<file path="src/lcsf_defines.vh">
// Constants for the limit compare and status flag bank.
// Included by lcsf_top.v; holds definitions only.
`ifndef LCSF_DEFINES_VH
`define LCSF_DEFINES_VH

// Command codes
`define LCSF_CMD_CLEAR_FAULTS   8'h03
`define LCSF_CMD_OVERTEMP_FAULT_FLAG_LIM   8'h4f
`define LCSF_CMD_OVERTEMP_WARN_FLAG_LIM    8'h51
`define LCSF_CMD_VIN_OV_LIM     8'h57
`define LCSF_CMD_VIN_UV_LIM     8'h58
`define LCSF_CMD_STATUS_BYTE    8'h78
`define LCSF_CMD_STATUS_WORD    8'h79
`define LCSF_CMD_STATUS_INPUT   8'h7c
`define LCSF_CMD_STATUS_TEMP    8'h7d

// Limit reset values and disable codes
`define LCSF_OVERTEMP_FAULT_FLAG_RST       16'h0960
`define LCSF_OVERTEMP_WARN_FLAG_RST        16'h07d0
`define LCSF_VIN_OV_RST         16'h0fff
`define LCSF_VIN_UV_RST         16'h0000
`define LCSF_HIGH_LIM_OFF       16'h0fff
`define LCSF_LOW_LIM_OFF        16'h0000

// Summary bit positions
`define LCSF_SB_OTHER           0
`define LCSF_SB_COMM            1
`define LCSF_SB_TEMP            2
`define LCSF_SB_VIN_UV          3
`define LCSF_SW_VENDOR          12
`define LCSF_SW_INPUT           13

// Input status bit positions
`define LCSF_IN_OP_WARN         0
`define LCSF_IN_OC_WARN         1
`define LCSF_IN_UV_WARN         5
`define LCSF_IN_OV_WARN         6

// Temperature status bit positions
`define LCSF_TS_OVERTEMP_WARN_FLAG         6
`define LCSF_TS_OVERTEMP_FAULT_FLAG        7

// Sticky flag reset values
`define LCSF_VENDOR_FLAG_RST    1'b1
`define LCSF_FLAG_RST           1'b0

`endif

</file>
<file path="src/lcsf_top.v">
// Limit registers, threshold comparators and sticky status flags of a
// power monitor's command set. Assumes an upstream SMBus engine that hands
// over one decoded command per cycle and returns read data to the host.
// Measurements arrive already sampled in this clock domain and hold
// between conversions; the alert pin is open-drain with a pull-up outside.
// Limits hold 16 bits as written, but readings are only MEAS_W bits wide,
// so an upper limit above full scale simply never flags.
//
// Function
// RULE1 - Temperature above overtemp fault limit sets fault flags and alert.
// RULE2 - Fault limit 0..0ffe is threshold, 0fff disables, resets to 0960.
// RULE3 - Temperature above overtemp warn limit sets warn flags and alert.
// RULE4 - Warn limit 0..0ffe is threshold, 0fff disables, resets to 07d0.
// RULE5 - Input voltage above overvoltage warn limit sets flags and alert.
// RULE6 - Overvoltage limit 0fff disables comparison and is the reset value.
// RULE7 - Input voltage below undervoltage warn limit sets flags and alert.
// RULE8 - Undervoltage limit 0 disables comparison and is the reset value.
// RULE9 - Four limit registers are read and written as whole words.
// RULE10 - Byte summary: bit3 undervolt, bit2 temp, bit1 comm, bit0 other.
// RULE11 - Word summary: byte in low bits, bit13 input, bit12 vendor.
// RULE12 - Startup conflict settled: vendor and other bits start at one.
// RULE13 - Flags stay set until cause is gone and clear command arrives.
// RULE14 - Input status: bit6 ov, bit5 uv, bit1 overcurrent, bit0 overpower.
// RULE15 - Temperature status: bit7 overtemp fault, bit6 overtemp warn.
// RULE16 - Host reads the three status bytes with byte reads.
// RULE17 - Clear command 03 clears flags and alert; alert returns if persisting.
// RULE18 - Measured temperature is the operand of both overtemp compares.
// RULE19 - Summary temp and input bits are ORs of their status flags.

`timescale 1ns/1ps

`include "lcsf_defines.vh"

module lcsf_top #(
    parameter MEAS_W = 12
) (
    input  wire              ref_clk_i,
    input  wire              rst_i,
    input  wire              cmd_valid_i,
    input  wire              cmd_write_i,
    input  wire [7:0]        cmd_code_i,
    input  wire [15:0]       cmd_wdata_i,
    input  wire [MEAS_W-1:0] temperature_i,
    input  wire [MEAS_W-1:0] vin_i,
    input  wire              input_overcurrent_warn_i,
    input  wire              input_overpower_warn_i,
    input  wire              comm_fault_i,
    input  wire              vendor_fault_i,
    output reg  [15:0]       rsp_data_o,
    output reg               rsp_valid_o,
    output reg               rsp_error_o,
    output reg               alert_out_o,
    output reg               alert_oe_n_o
);

    ////////////////////////////////////////////////////////////////////////
    // Command decode helpers

    // Codes outside the table fall through every decode and earn an error
    // True for a code that is one of the four word-wide limit registers
    function is_limit;
        input [7:0] code;
        begin
            is_limit = (code == `LCSF_CMD_OVERTEMP_FAULT_FLAG_LIM) ||
                       (code == `LCSF_CMD_OVERTEMP_WARN_FLAG_LIM)  ||
                       (code == `LCSF_CMD_VIN_OV_LIM)   ||
                       (code == `LCSF_CMD_VIN_UV_LIM);
        end
    endfunction

    // True for a read-only status code
    function is_status;
        input [7:0] code;
        begin
            is_status = (code == `LCSF_CMD_STATUS_BYTE)  ||
                        (code == `LCSF_CMD_STATUS_WORD)  ||
                        (code == `LCSF_CMD_STATUS_INPUT) ||
                        (code == `LCSF_CMD_STATUS_TEMP);
        end
    endfunction

    // Upper-limit compare; the all-ones code switches the compare off, so
    // a limit parked there can never flag, even at full-scale readings
    function over_limit;
        input [15:0] meas;
        input [15:0] lim;
        begin
            over_limit = (lim != `LCSF_HIGH_LIM_OFF) && (meas > lim);
        end
    endfunction

    // Lower-limit compare; zero switches it off, which also keeps a
    // zero reading from flagging while the monitor is still idle
    function under_limit;
        input [15:0] meas;
        input [15:0] lim;
        begin
            under_limit = (lim != `LCSF_LOW_LIM_OFF) && (meas < lim);
        end
    endfunction

    ////////////////////////////////////////////////////////////////////////
    // Storage

    // Limit words, kept at full width so read-back matches what was written
    reg  [15:0] overtemp_fault_flag_lim_q;
    reg  [15:0] overtemp_warn_flag_lim_q;
    reg  [15:0] vin_ov_lim_q;
    reg  [15:0] vin_uv_lim_q;

    // Sticky slots: one per cause plus the alert latch
    localparam FLAG_N      = 9;
    localparam FL_OVERTEMP_FAULT_FLAG = 0;
    localparam FL_OVERTEMP_WARN_FLAG  = 1;
    localparam FL_VIN_OV   = 2;
    localparam FL_VIN_UV   = 3;
    localparam FL_IN_OC    = 4;
    localparam FL_IN_OP    = 5;
    localparam FL_COMM     = 6;
    localparam FL_VENDOR   = 7;
    localparam FL_ALERT    = 8;

    wire [FLAG_N-1:0] flag_set;
    wire [FLAG_N-1:0] flag_init;
    wire [FLAG_N-1:0] flag_now;

    wire        wr_go;
    wire        rd_go;
    wire        clr_go;
    wire [15:0] temp_ext;
    wire [15:0] vin_ext;

    // Writes only reach the four limits; anything else written, except the clear code, is refused
    assign wr_go  = cmd_valid_i && cmd_write_i && is_limit(cmd_code_i);
    assign rd_go  = cmd_valid_i && !cmd_write_i &&
                    (is_limit(cmd_code_i) || is_status(cmd_code_i));
    // Send-byte carries no data; direction is not checked
    assign clr_go = cmd_valid_i && (cmd_code_i == `LCSF_CMD_CLEAR_FAULTS); // RULE17

    // Measurements widened to the limit width so compares see all 16 bits
    // Readings compare unsigned, as the limits do
    assign temp_ext = {{(16-MEAS_W){1'b0}}, temperature_i}; // RULE18
    assign vin_ext  = {{(16-MEAS_W){1'b0}}, vin_i};

    ////////////////////////////////////////////////////////////////////////
    // Threshold comparators; disable codes gate each compare

    wire overtemp_fault_flag_hit;
    wire overtemp_warn_flag_hit;
    wire vin_ov_hit;
    wire vin_uv_hit;
    wire any_hit;

    // A reading equal to a limit never flags; only strictly beyond it does
    assign overtemp_fault_flag_hit = over_limit(temp_ext, overtemp_fault_flag_lim_q);   // RULE1 RULE2
    assign overtemp_warn_flag_hit  = over_limit(temp_ext, overtemp_warn_flag_lim_q);    // RULE3 RULE4
    assign vin_ov_hit   = over_limit(vin_ext, vin_ov_lim_q);      // RULE5 RULE6
    assign vin_uv_hit   = under_limit(vin_ext, vin_uv_lim_q);     // RULE7 RULE8

    // Causes that raise the alert; comm and vendor events only set flags
    assign any_hit      = overtemp_fault_flag_hit | overtemp_warn_flag_hit | vin_ov_hit | vin_uv_hit |
                          input_overcurrent_warn_i | input_overpower_warn_i;

    ////////////////////////////////////////////////////////////////////////
    // Limit registers, written only as whole words
    // The word lands at one edge, so no half-written limit is ever compared

    always @(posedge ref_clk_i)
    begin
        if (rst_i)
        begin
            overtemp_fault_flag_lim_q <= `LCSF_OVERTEMP_FAULT_FLAG_RST; // RULE2
            overtemp_warn_flag_lim_q  <= `LCSF_OVERTEMP_WARN_FLAG_RST;  // RULE4
            vin_ov_lim_q   <= `LCSF_VIN_OV_RST;   // RULE6
            vin_uv_lim_q   <= `LCSF_VIN_UV_RST;   // RULE8
        end
        else if (wr_go)
        begin
            case (cmd_code_i) // RULE9
                `LCSF_CMD_OVERTEMP_FAULT_FLAG_LIM: overtemp_fault_flag_lim_q <= cmd_wdata_i;
                `LCSF_CMD_OVERTEMP_WARN_FLAG_LIM:  overtemp_warn_flag_lim_q  <= cmd_wdata_i;
                `LCSF_CMD_VIN_OV_LIM:   vin_ov_lim_q   <= cmd_wdata_i;
                `LCSF_CMD_VIN_UV_LIM:   vin_uv_lim_q   <= cmd_wdata_i;
                default:                vin_uv_lim_q   <= vin_uv_lim_q;
            endcase
        end
    end

    ////////////////////////////////////////////////////////////////////////
    // Sticky flags: a set in the same cycle as the clear wins, so a still
    // present condition is flagged again at once

    // What sets each slot
    assign flag_set[FL_OVERTEMP_FAULT_FLAG] = overtemp_fault_flag_hit;               // RULE1
    assign flag_set[FL_OVERTEMP_WARN_FLAG]  = overtemp_warn_flag_hit;                // RULE3
    assign flag_set[FL_VIN_OV]   = vin_ov_hit;                 // RULE5
    assign flag_set[FL_VIN_UV]   = vin_uv_hit;                 // RULE7
    assign flag_set[FL_IN_OC]    = input_overcurrent_warn_i;
    assign flag_set[FL_IN_OP]    = input_overpower_warn_i;
    assign flag_set[FL_COMM]     = comm_fault_i;
    assign flag_set[FL_VENDOR]   = vendor_fault_i;
    assign flag_set[FL_ALERT]    = any_hit;                    // RULE17

    // Power-up values: only the vendor slot starts set
    assign flag_init = {`LCSF_FLAG_RST,
                        `LCSF_VENDOR_FLAG_RST,                 // RULE12
                        {(FLAG_N-2){`LCSF_FLAG_RST}}};

    // One identical sticky cell per slot. Only the clear command and reset
    // drop a slot; nothing times out on its own
    genvar gi;
    generate
        for (gi = 0; gi < FLAG_N; gi = gi + 1)
        begin : g_flag
            reg flag_bit_q;

            always @(posedge ref_clk_i)
            begin
                if (rst_i)
                    flag_bit_q <= flag_init[gi];
                else
                    flag_bit_q <= (flag_bit_q & ~clr_go) | flag_set[gi]; // RULE13
            end

            assign flag_now[gi] = flag_bit_q;
        end
    endgenerate

    // Slots under their flag names, for the status builders below
    wire overtemp_fault_flag         = flag_now[FL_OVERTEMP_FAULT_FLAG];
    wire overtemp_warn_flag          = flag_now[FL_OVERTEMP_WARN_FLAG];
    wire input_overvolt_warn_flag    = flag_now[FL_VIN_OV];
    wire input_undervolt_warn_flag   = flag_now[FL_VIN_UV];
    wire input_overcurrent_warn_flag = flag_now[FL_IN_OC];
    wire input_overpower_warn_flag   = flag_now[FL_IN_OP];
    wire comm_fault_flag             = flag_now[FL_COMM];
    wire vendor_fault_flag           = flag_now[FL_VENDOR];
    wire alert_flag                  = flag_now[FL_ALERT];

    ////////////////////////////////////////////////////////////////////////
    // Status views, built from the sticky flags so they drop only when the flags clear

    reg  [7:0]  temp_status;
    reg  [7:0]  input_status;
    reg  [7:0]  summary_byte;
    reg  [15:0] summary_word;

    // Other-bit covers overvoltage, current, power and vendor causes, none
    // of which has a bit of its own in the byte
    wire        other_fault_flag;

    assign other_fault_flag = vendor_fault_flag | input_overvolt_warn_flag |
                              input_overcurrent_warn_flag | input_overpower_warn_flag;

    // Temperature byte; the unsupported low bits read zero
    always @*
    begin
        temp_status                    = 8'h00;
        temp_status[`LCSF_TS_OVERTEMP_FAULT_FLAG] = overtemp_fault_flag;         // RULE15
        temp_status[`LCSF_TS_OVERTEMP_WARN_FLAG]  = overtemp_warn_flag;          // RULE15
    end

    // Input byte; its fault bits are not built here and read zero
    always @*
    begin
        input_status                   = 8'h00;
        input_status[`LCSF_IN_OV_WARN] = input_overvolt_warn_flag;    // RULE14
        input_status[`LCSF_IN_UV_WARN] = input_undervolt_warn_flag;   // RULE14
        input_status[`LCSF_IN_OC_WARN] = input_overcurrent_warn_flag; // RULE14
        input_status[`LCSF_IN_OP_WARN] = input_overpower_warn_flag;   // RULE14
    end

    // Byte summary; the temperature bit is an OR so it drops with its sources
    always @*
    begin
        summary_byte                  = 8'h00;
        summary_byte[`LCSF_SB_VIN_UV] = input_undervolt_warn_flag;    // RULE10
        summary_byte[`LCSF_SB_TEMP]   = |temp_status;                 // RULE10 RULE19
        summary_byte[`LCSF_SB_COMM]   = comm_fault_flag;              // RULE10
        summary_byte[`LCSF_SB_OTHER]  = other_fault_flag;             // RULE10 RULE12
    end

    // Word summary: byte summary in the low half, input and vendor above
    always @*
    begin
        summary_word                  = {8'h00, summary_byte};        // RULE11
        summary_word[`LCSF_SW_INPUT]  = |input_status;                // RULE11 RULE19
        summary_word[`LCSF_SW_VENDOR] = vendor_fault_flag;            // RULE11 RULE12
    end

    ////////////////////////////////////////////////////////////////////////
    // Response path: a registered answer for reads and refused commands; limit writes and clears get none

    reg [15:0] rd_mux;

    // Byte-wide status registers answer in the low byte, upper byte zero
    // Decoded from the live code, so the answer shows flags as they stand
    always @*
    begin
        case (cmd_code_i)
            `LCSF_CMD_OVERTEMP_FAULT_FLAG_LIM: rd_mux = overtemp_fault_flag_lim_q;
            `LCSF_CMD_OVERTEMP_WARN_FLAG_LIM:  rd_mux = overtemp_warn_flag_lim_q;
            `LCSF_CMD_VIN_OV_LIM:   rd_mux = vin_ov_lim_q;
            `LCSF_CMD_VIN_UV_LIM:   rd_mux = vin_uv_lim_q;
            `LCSF_CMD_STATUS_BYTE:  rd_mux = {8'h00, summary_byte};  // RULE16
            `LCSF_CMD_STATUS_WORD:  rd_mux = summary_word;
            `LCSF_CMD_STATUS_INPUT: rd_mux = {8'h00, input_status};  // RULE16
            `LCSF_CMD_STATUS_TEMP:  rd_mux = {8'h00, temp_status};   // RULE16
            default:                rd_mux = 16'h0000;
        endcase
    end

    // Unknown codes and writes to status are refused with a one-cycle error.
    // A read of the clear code is taken as the clear itself, not refused.
    // Data is zero outside a read answer so a stale word never looks valid
    always @(posedge ref_clk_i)
    begin
        if (rst_i)
        begin
            rsp_data_o  <= 16'h0000;
            rsp_valid_o <= 1'b0;
            rsp_error_o <= 1'b0;
        end
        else
        begin
            rsp_valid_o <= rd_go;
            rsp_error_o <= cmd_valid_i && !rd_go && !wr_go && !clr_go;
            rsp_data_o  <= rd_go ? rd_mux : 16'h0000;
        end
    end

    ////////////////////////////////////////////////////////////////////////
    // Open-drain alert pin: drives low only while alert stands. Registered
    // once more so the pin comes from a flip-flop, at one cycle of latency;
    // the data bit stays low and only the enable moves

    always @(posedge ref_clk_i)
    begin
        if (rst_i)
        begin
            alert_out_o  <= 1'b0;
            alert_oe_n_o <= 1'b1;
        end
        else
        begin
            alert_out_o  <= 1'b0;
            alert_oe_n_o <= ~alert_flag; // RULE17
        end
    end

endmodule

</file>
<file path="config.mk">
export PLATFORM = sky130hd
export DESIGN_NAME = lcsf_top
export DESIGN_NICKNAME = d
export VERILOG_FILES = /design/src/lcsf_top.v
export VERILOG_INCLUDE_DIRS = /design/src
export SDC_FILE = /design/constraint.sdc
export NUM_CORES = 1
export LEC_CHECK = 0
export BUFFER_PORTS_ARGS = -buffer_cell sky130_fd_sc_hd__buf_2
export CAP_MARGIN = 25
export CORE_AREA = 2 2 115 117
export CTS_CLUSTER_SIZE = 25
export DETAILED_ROUTE_END_ITERATION = 10
export DIE_AREA = 0 0 117 119
export SLEW_MARGIN = 30
export SYNTH_ARGS = -nofsm -noshare
export SYNTH_HDL_FRONTEND = slang
export SYNTH_SLANG_ARGS = --single-unit
</file>
<file path="constraint.sdc">
create_clock -name ref_clk_i -period 3.3 [get_ports ref_clk_i]
set_input_delay 0.33 -clock ref_clk_i [delete_from_list [all_inputs] [get_ports ref_clk_i]]
set_output_delay 0.33 -clock ref_clk_i [all_outputs]
set_load 0.01 [all_outputs]
</file>
==> flow_summary.ini, run 1 <==
[cts]
cts.sinks = 92
cts-root-buf = clkbuf_16
cts_htree_levels = 3
clk_pin_slew_ps = 60
cts_tree = yes
numCtsBuffers = 9
clk_latency_ps = 340
cts_setup_buffers = 0
cts_max_path_buffers = 2
ctsResizeCount = 0
holdBufCountCts = 0

[worst_setup_path]
cp_slowest_cell = dfxtp_1
cpPeakStageDelay_ps = 450
path_buf_inv = 1
arrival_ps = 2470
critPathTopFamily = compound AO/OA/AOI/OAI gates
path_cells = inv_1 > ha_1 > a2111oi_0 > nor4_1 > a31oi_1 > a21oi_1 > a41oi_1
r2r-start = vin_uv_lim_q[1]$_SDFFE_PP0P_
critPathLaunch = vin_uv_lim_q[1]$_SDFFE_PP0P_
path_class = reg -> reg
endpoint_kind = flop
ff2ff_path_depth = 7
critPathMaxFanout = 4
cp.depth = 7
start_kind = flop
cp.required_ps = 3550

[synthesis]
avgSynthCellArea_um2 = 9.08
ys_ff_latch = 92
synth_top_area_cell = dfxtp_1
ys_seq_area_share_pct = 37.2
synth_common_cells = dfxtp_1 (92), nor2_1 (74), inv_1 (52)
synth_area_mm2 = 0.00495
synth-edff-count = 0
yosysTopAreaCellShare_pct = 37.2
syn-instance-count = 545
ys_types = 53
yosysMostFrequentCell = dfxtp_1
ys.flop_type = dfxtp_1
ys.warnings.count = 0
async_flop_share_pct = 0
synthTopCellsByArea = dfxtp_1 (37%), ha_1 (12%), mux2i_1 (8.5%)
syn_nets = 648

[floorplan]
io_pins = 76
initial_core_util_pct = 38.4
coreArea_mm2 = 0.0129
die_width_um = 117
dieArea_mm2 = 0.0139
num_rows = 42
die_y_um = 119

[worst_hold_path]
hold_start = vendor_fault_i
hold_depth = 2
holdCritPathClass = in -> reg

[final_layout]
nNetsFinal = 720
drive_above_1_share_pct = 17.7
post-route-util_pct = 45.1
syn2layout_area_growth_pct = 17.5
antenna_cells = 0

[timing]
tightest_slew_ps = 776
whs_ps = 192
setup_violations = 0
setup_tns_ps = 0
fmax_ghz = 0.452
min_period_ps = 2210
fin_skew_ps = 7.06
drv_slew = 0
finalCritPeriodShare_pct = 67.1
hold_viol_final = 0
rsz0062_at_grt = no
relSlewSlack_pct = 48.3

[routing]
vias_per_cell = 5.55
drtIter0Drc = 426
post_drt_wl_per_cell_um = 17.7
drtAntennaViolNets = 0
drt-pass1-iter-count = 7
vias = 4425
drc = 0
wl_mm = 14.1

[flow_run]
drv_cap = 0

[global_route]
grt_pass1_vias = 4241
grt_max_degree = 75
grt_util_all_layers_pct = 20.9
grt_pass1_wl_mm = 22.4
antenna_found_initial = 0
grt-ovfl-total = 0

[placement]
dp_hpwl_mm = 10.9
numPortBuffers = 74
gp_congestion = 0.909

[power]
ir_drop_v = 0.000259
power_density_mw_per_mm2 = 397
p_leak_nw = 2.50

[outcome]
status = finished clean
[final timing paths]
check / to / slack, ps
min: g_flag[7].flag_bit_q$_SDFF_PP1_ / 190
max: alert_flag$_SDFF_PP0_ / 1090
max reg2reg: alert_flag$_SDFF_PP0_ / 1090
min reg2reg: alert_oe_n_o$_SDFF_PP1_ / 400
[power by group]
group	total, mW	internal [mW]	switching (mW)
clock network	1.02	0.602	0.418
logic	0.163	0.0648	0.0984
registers	1.12	1.12	0.00453
total	2.30	1.78	0.521
[layer usage]
| layer | up-vias | track usage, % | wire length (um) |
|---|---|---|---|
| met5 | - | 0 | 0 |
| met4 | 0 | 7.94 | 363 |
| met3 | 22 | 3.26 | 754 |
| met2 | 138 | 31.9 | 6410 |
| met1 | 2127 | 29.4 | 6560 |
| li1 | 2138 | - | - |
[cell usage in the layout, fill, tap and decap left out, drive strengths merged, types with 3 or more instances in the layout]
cell,n
nor2b,4
or4,5
nand4,18
nand3b,4
clkbuf,11
nor2,74
o21ai,10
buf,85
a222oi,4
nor3,7
inv,53
nor4,9
a21o,3
a22oi,25
o211ai,5
ha,47
and4,3
mux2i,42
nand2,14
a211o,25
nand2b,4
a21oi,35
a211oi,3
a31oi,8
nand3,6
dfxtp,92
[flip-flops by register name (all words and copies together) (netlist names)]
| register | flops |
|---|---|
| rsp_valid_o | 1 |
| rsp_error_o | 1 |
| comm_fault_flag | 1 |
| vin_ov_lim_q | 16 |
| alert_oe_n_o | 1 |
| rsp_data_o | 16 |
| overtemp_warn_flag_lim_q | 16 |
| alert_flag | 1 |
| overtemp_fault_flag_lim_q | 16 |
| g_flag.flag_bit_q | 7 |
| vin_uv_lim_q | 16 |
[stage by stage]
| stage | worst slack, ps | cells | power (mW) | instance area (um2) |
|---|---|---|---|---|
| final | 1090 | 797 | 2.30 | 5810 |
| after global routing | 750 | 797 | 2.39 | 5810 |
| after CTS | 1080 | 797 | 2.32 | 5810 |
| after detailed placement | 776 | 782 | 1.31 | 5520 |
| after global placement | 846 | 782 | 1.31 | 5520 |
| after floorplan | 1150 | 545 | 1.23 | 4950 |
[worst register-to-register path: stages (launching register included)]
cell,delay [ps]
dfxtp_1,450
inv_1,70
ha_1,260
a2111oi_0,430
nor4_1,100
a31oi_1,430
a21oi_1,150
a41oi_1,240
[kinds of logic (layout without fill, tap and decap cells)]
| kind of cell | count (synthesis) | after routing | share of synthesized area, % |
|---|---|---|---|
| mux | 42 | 42 | 8.50 |
| flops | 92 | 92 | 37.2 |
| xor+xnor | 1 | 1 | 0.177 |
| buf+inv | 77 | 153 | 6.35 |
| other cells | 1 | 1 | 0.0758 |
| simple gates | 157 | 157 | 17.6 |
| compound gates | 128 | 128 | 18.2 |
| fa+ha+maj | 47 | 47 | 11.9 |
[area by class of cell]
type                            count  area (um2)
Timing Repair Buffer               85         465
Clock buffer                       11         243
Multi-Input combinational cell    376        2790
Sequential cell                    92        1840
Inverter                           53         199
Fill cell                        1260        7060
Tap cell                          176         220
Clock inverter                      4        50.0
Power figures use the tool's default switching activity.
==> run 2, diff against run 1 <==
- clock period: 3.3 -> 2.2 ns (I/O delays scaled with it)
==> flow_summary.ini, run 2 (synthesis results as in run 1) <==
[power]
internal_power_mw = 2.74
netSwitchingPower_mw = 0.762
power_density_mw_per_mm2 = 596
pwr-share-comb_pct = 7.1
p_leak_nw = 2.54
power_frac_clock_pct = 44.8
ir_drop_v = 0.000416
seqPwrFrac_pct = 48.0
switching_share_pct = 21.7

[worst_setup_path]
arrival_ps = 2280
cp.required_ps = 2380
path_class = reg -> reg
critPathMaxFanout = 3
start_kind = flop
r2r-start = vin_ov_lim_q[1]$_SDFFE_PP1P_
critPathLaunch = vin_ov_lim_q[1]$_SDFFE_PP1P_
endpoint_kind = flop

[floorplan]
dieArea_mm2 = 0.0139
io_pins = 76
coreArea_mm2 = 0.0129
initial_core_util_pct = 38.4
die_width_um = 117
num_rows = 42
die_y_um = 119

[placement]
dp_cells = 787
numPortBuffers = 74
dp_hpwl_mm = 11.0
gp_congestion = 0.867

[worst_hold_path]
holdCritPathClass = in -> reg
hold_start = vendor_fault_i

[routing]
wl_mm = 14.3
drtAntennaViolNets = 0
vias = 4341
drc = 0
vias_per_cell = 5.41
drtIter0Drc = 309
drt-pass1-iter-count = 6
post_drt_wl_per_cell_um = 17.8

[final_layout]
drive_above_1_share_pct = 18.2
fillers = 1243
syn2layout_area_growth_pct = 18.9
instances_no_fill = 802
antenna_cells = 0
layout.cells.most_common = dfxtp_1
nNetsFinal = 725
layout_common_cells = dfxtp_1 (92), nor2_1 (74), buf_2 (74)

[cts]
ctsResizeCount = 0
cts_max_path_buffers = 2
numCtsBuffers = 9
cts_setup_buffers = 0
clk_latency_ps = 340
cts-root-buf = clkbuf_16
cts_htree_levels = 3
cts_tree = yes
holdBufCountCts = 0
cts.sinks = 92
clk_pin_slew_ps = 60

[global_route]
antenna_found_initial = 0
grt-ovfl-total = 0
grt_util_all_layers_pct = 20.9
grt_max_degree = 75
grt_pass1_wl_mm = 22.2
grt_pass1_vias = 4168

[timing]
whs_ps = 59.9
drv_slew = 0
rsz0062_at_grt = no
setup_violations = 0
finalCritPeriodShare_pct = 95.6
setup_tns_ps = 0
min_period_ps = 2100
fmax_ghz = 0.476
fin_skew_ps = 5.10
tightest_slew_ps = 766
relSlewSlack_pct = 48.9
hold_viol_final = 0

[flow_run]
drv_cap = 0

[outcome]
status = finished clean
-- run 2: cell count changes in the layout (fill, tap and decap cells not counted) --
cell	change
clkbuf_1	+1
clkbuf_8	+2
buf_4	+3
buf_12	+2
clkinvlp_4	-2
clkinv_2	-1
-- run 2: metrics by stage --
stage               utilization [%]  cell area (um2)  setup WS [ps]  power (mW)
global route                   45.7             5880           21.8        3.61
floorplan                         -             4950            161        1.84
detailed placement             43.3             5580            106        1.97
finish                         45.7             5880           97.2        3.51
CTS                            45.7             5880           88.5        3.52
global placement               43.3             5580            107        1.96
-- run 2: path summary, 6_finish.rpt --
path	to	slack (ps)	cells past startpoint
setup / recovery	alert_flag$_SDFF_PP0_	100	8
hold / removal	g_flag[7].flag_bit_q$_SDFF_PP1_	60	2
setup reg to reg	alert_flag$_SDFF_PP0_	100	8
hold reg to reg	alert_oe_n_o$_SDFF_PP1_	430	1
-- run 2: area by class of cell --
class / count / area (um2) / area share, %
Sequential cell: 92 / 1840 / 31.3
Timing Repair Buffer: 90 / 528 / 8.97
Tap cell: 176 / 220 / 3.74
Clock inverter: 1 / 30.0 / 0.510
Clock buffer: 14 / 274 / 4.66
Multi-Input combinational cell: 376 / 2790 / 47.4
Inverter: 53 / 199 / 3.38
-- run 2: layer usage --
layer	track usage, %	wire length (um)	share of wire (%)	vias up
li1	-	-	-	2141
met1	30.1	6810	48	2049
met2	32.4	6610	46	140
met3	2.49	736	5.1	11
met4	6.76	142	0.99	0
met5	0	0	0	-
-- run 2: power by group through the flow --
stage	sequential, mW	combinational, mW	clock [mW]
CTS	1.68	0.251	1.58
finish	1.68	0.251	1.57
detailed placement	1.72	0.250	0
global route	1.68	0.279	1.65
floorplan	1.72	0.124	0
global placement	1.72	0.239	0
-- run 2: critical path, cell delays in order, from the launching register on --
cell and delay (ps):
dfxtp_1 370, inv_1 90, ha_1 280, nor2b_1 130, o211ai_1 170, a211oi_1 100
o41ai_1 470, buf_4 220, a41oi_1 110
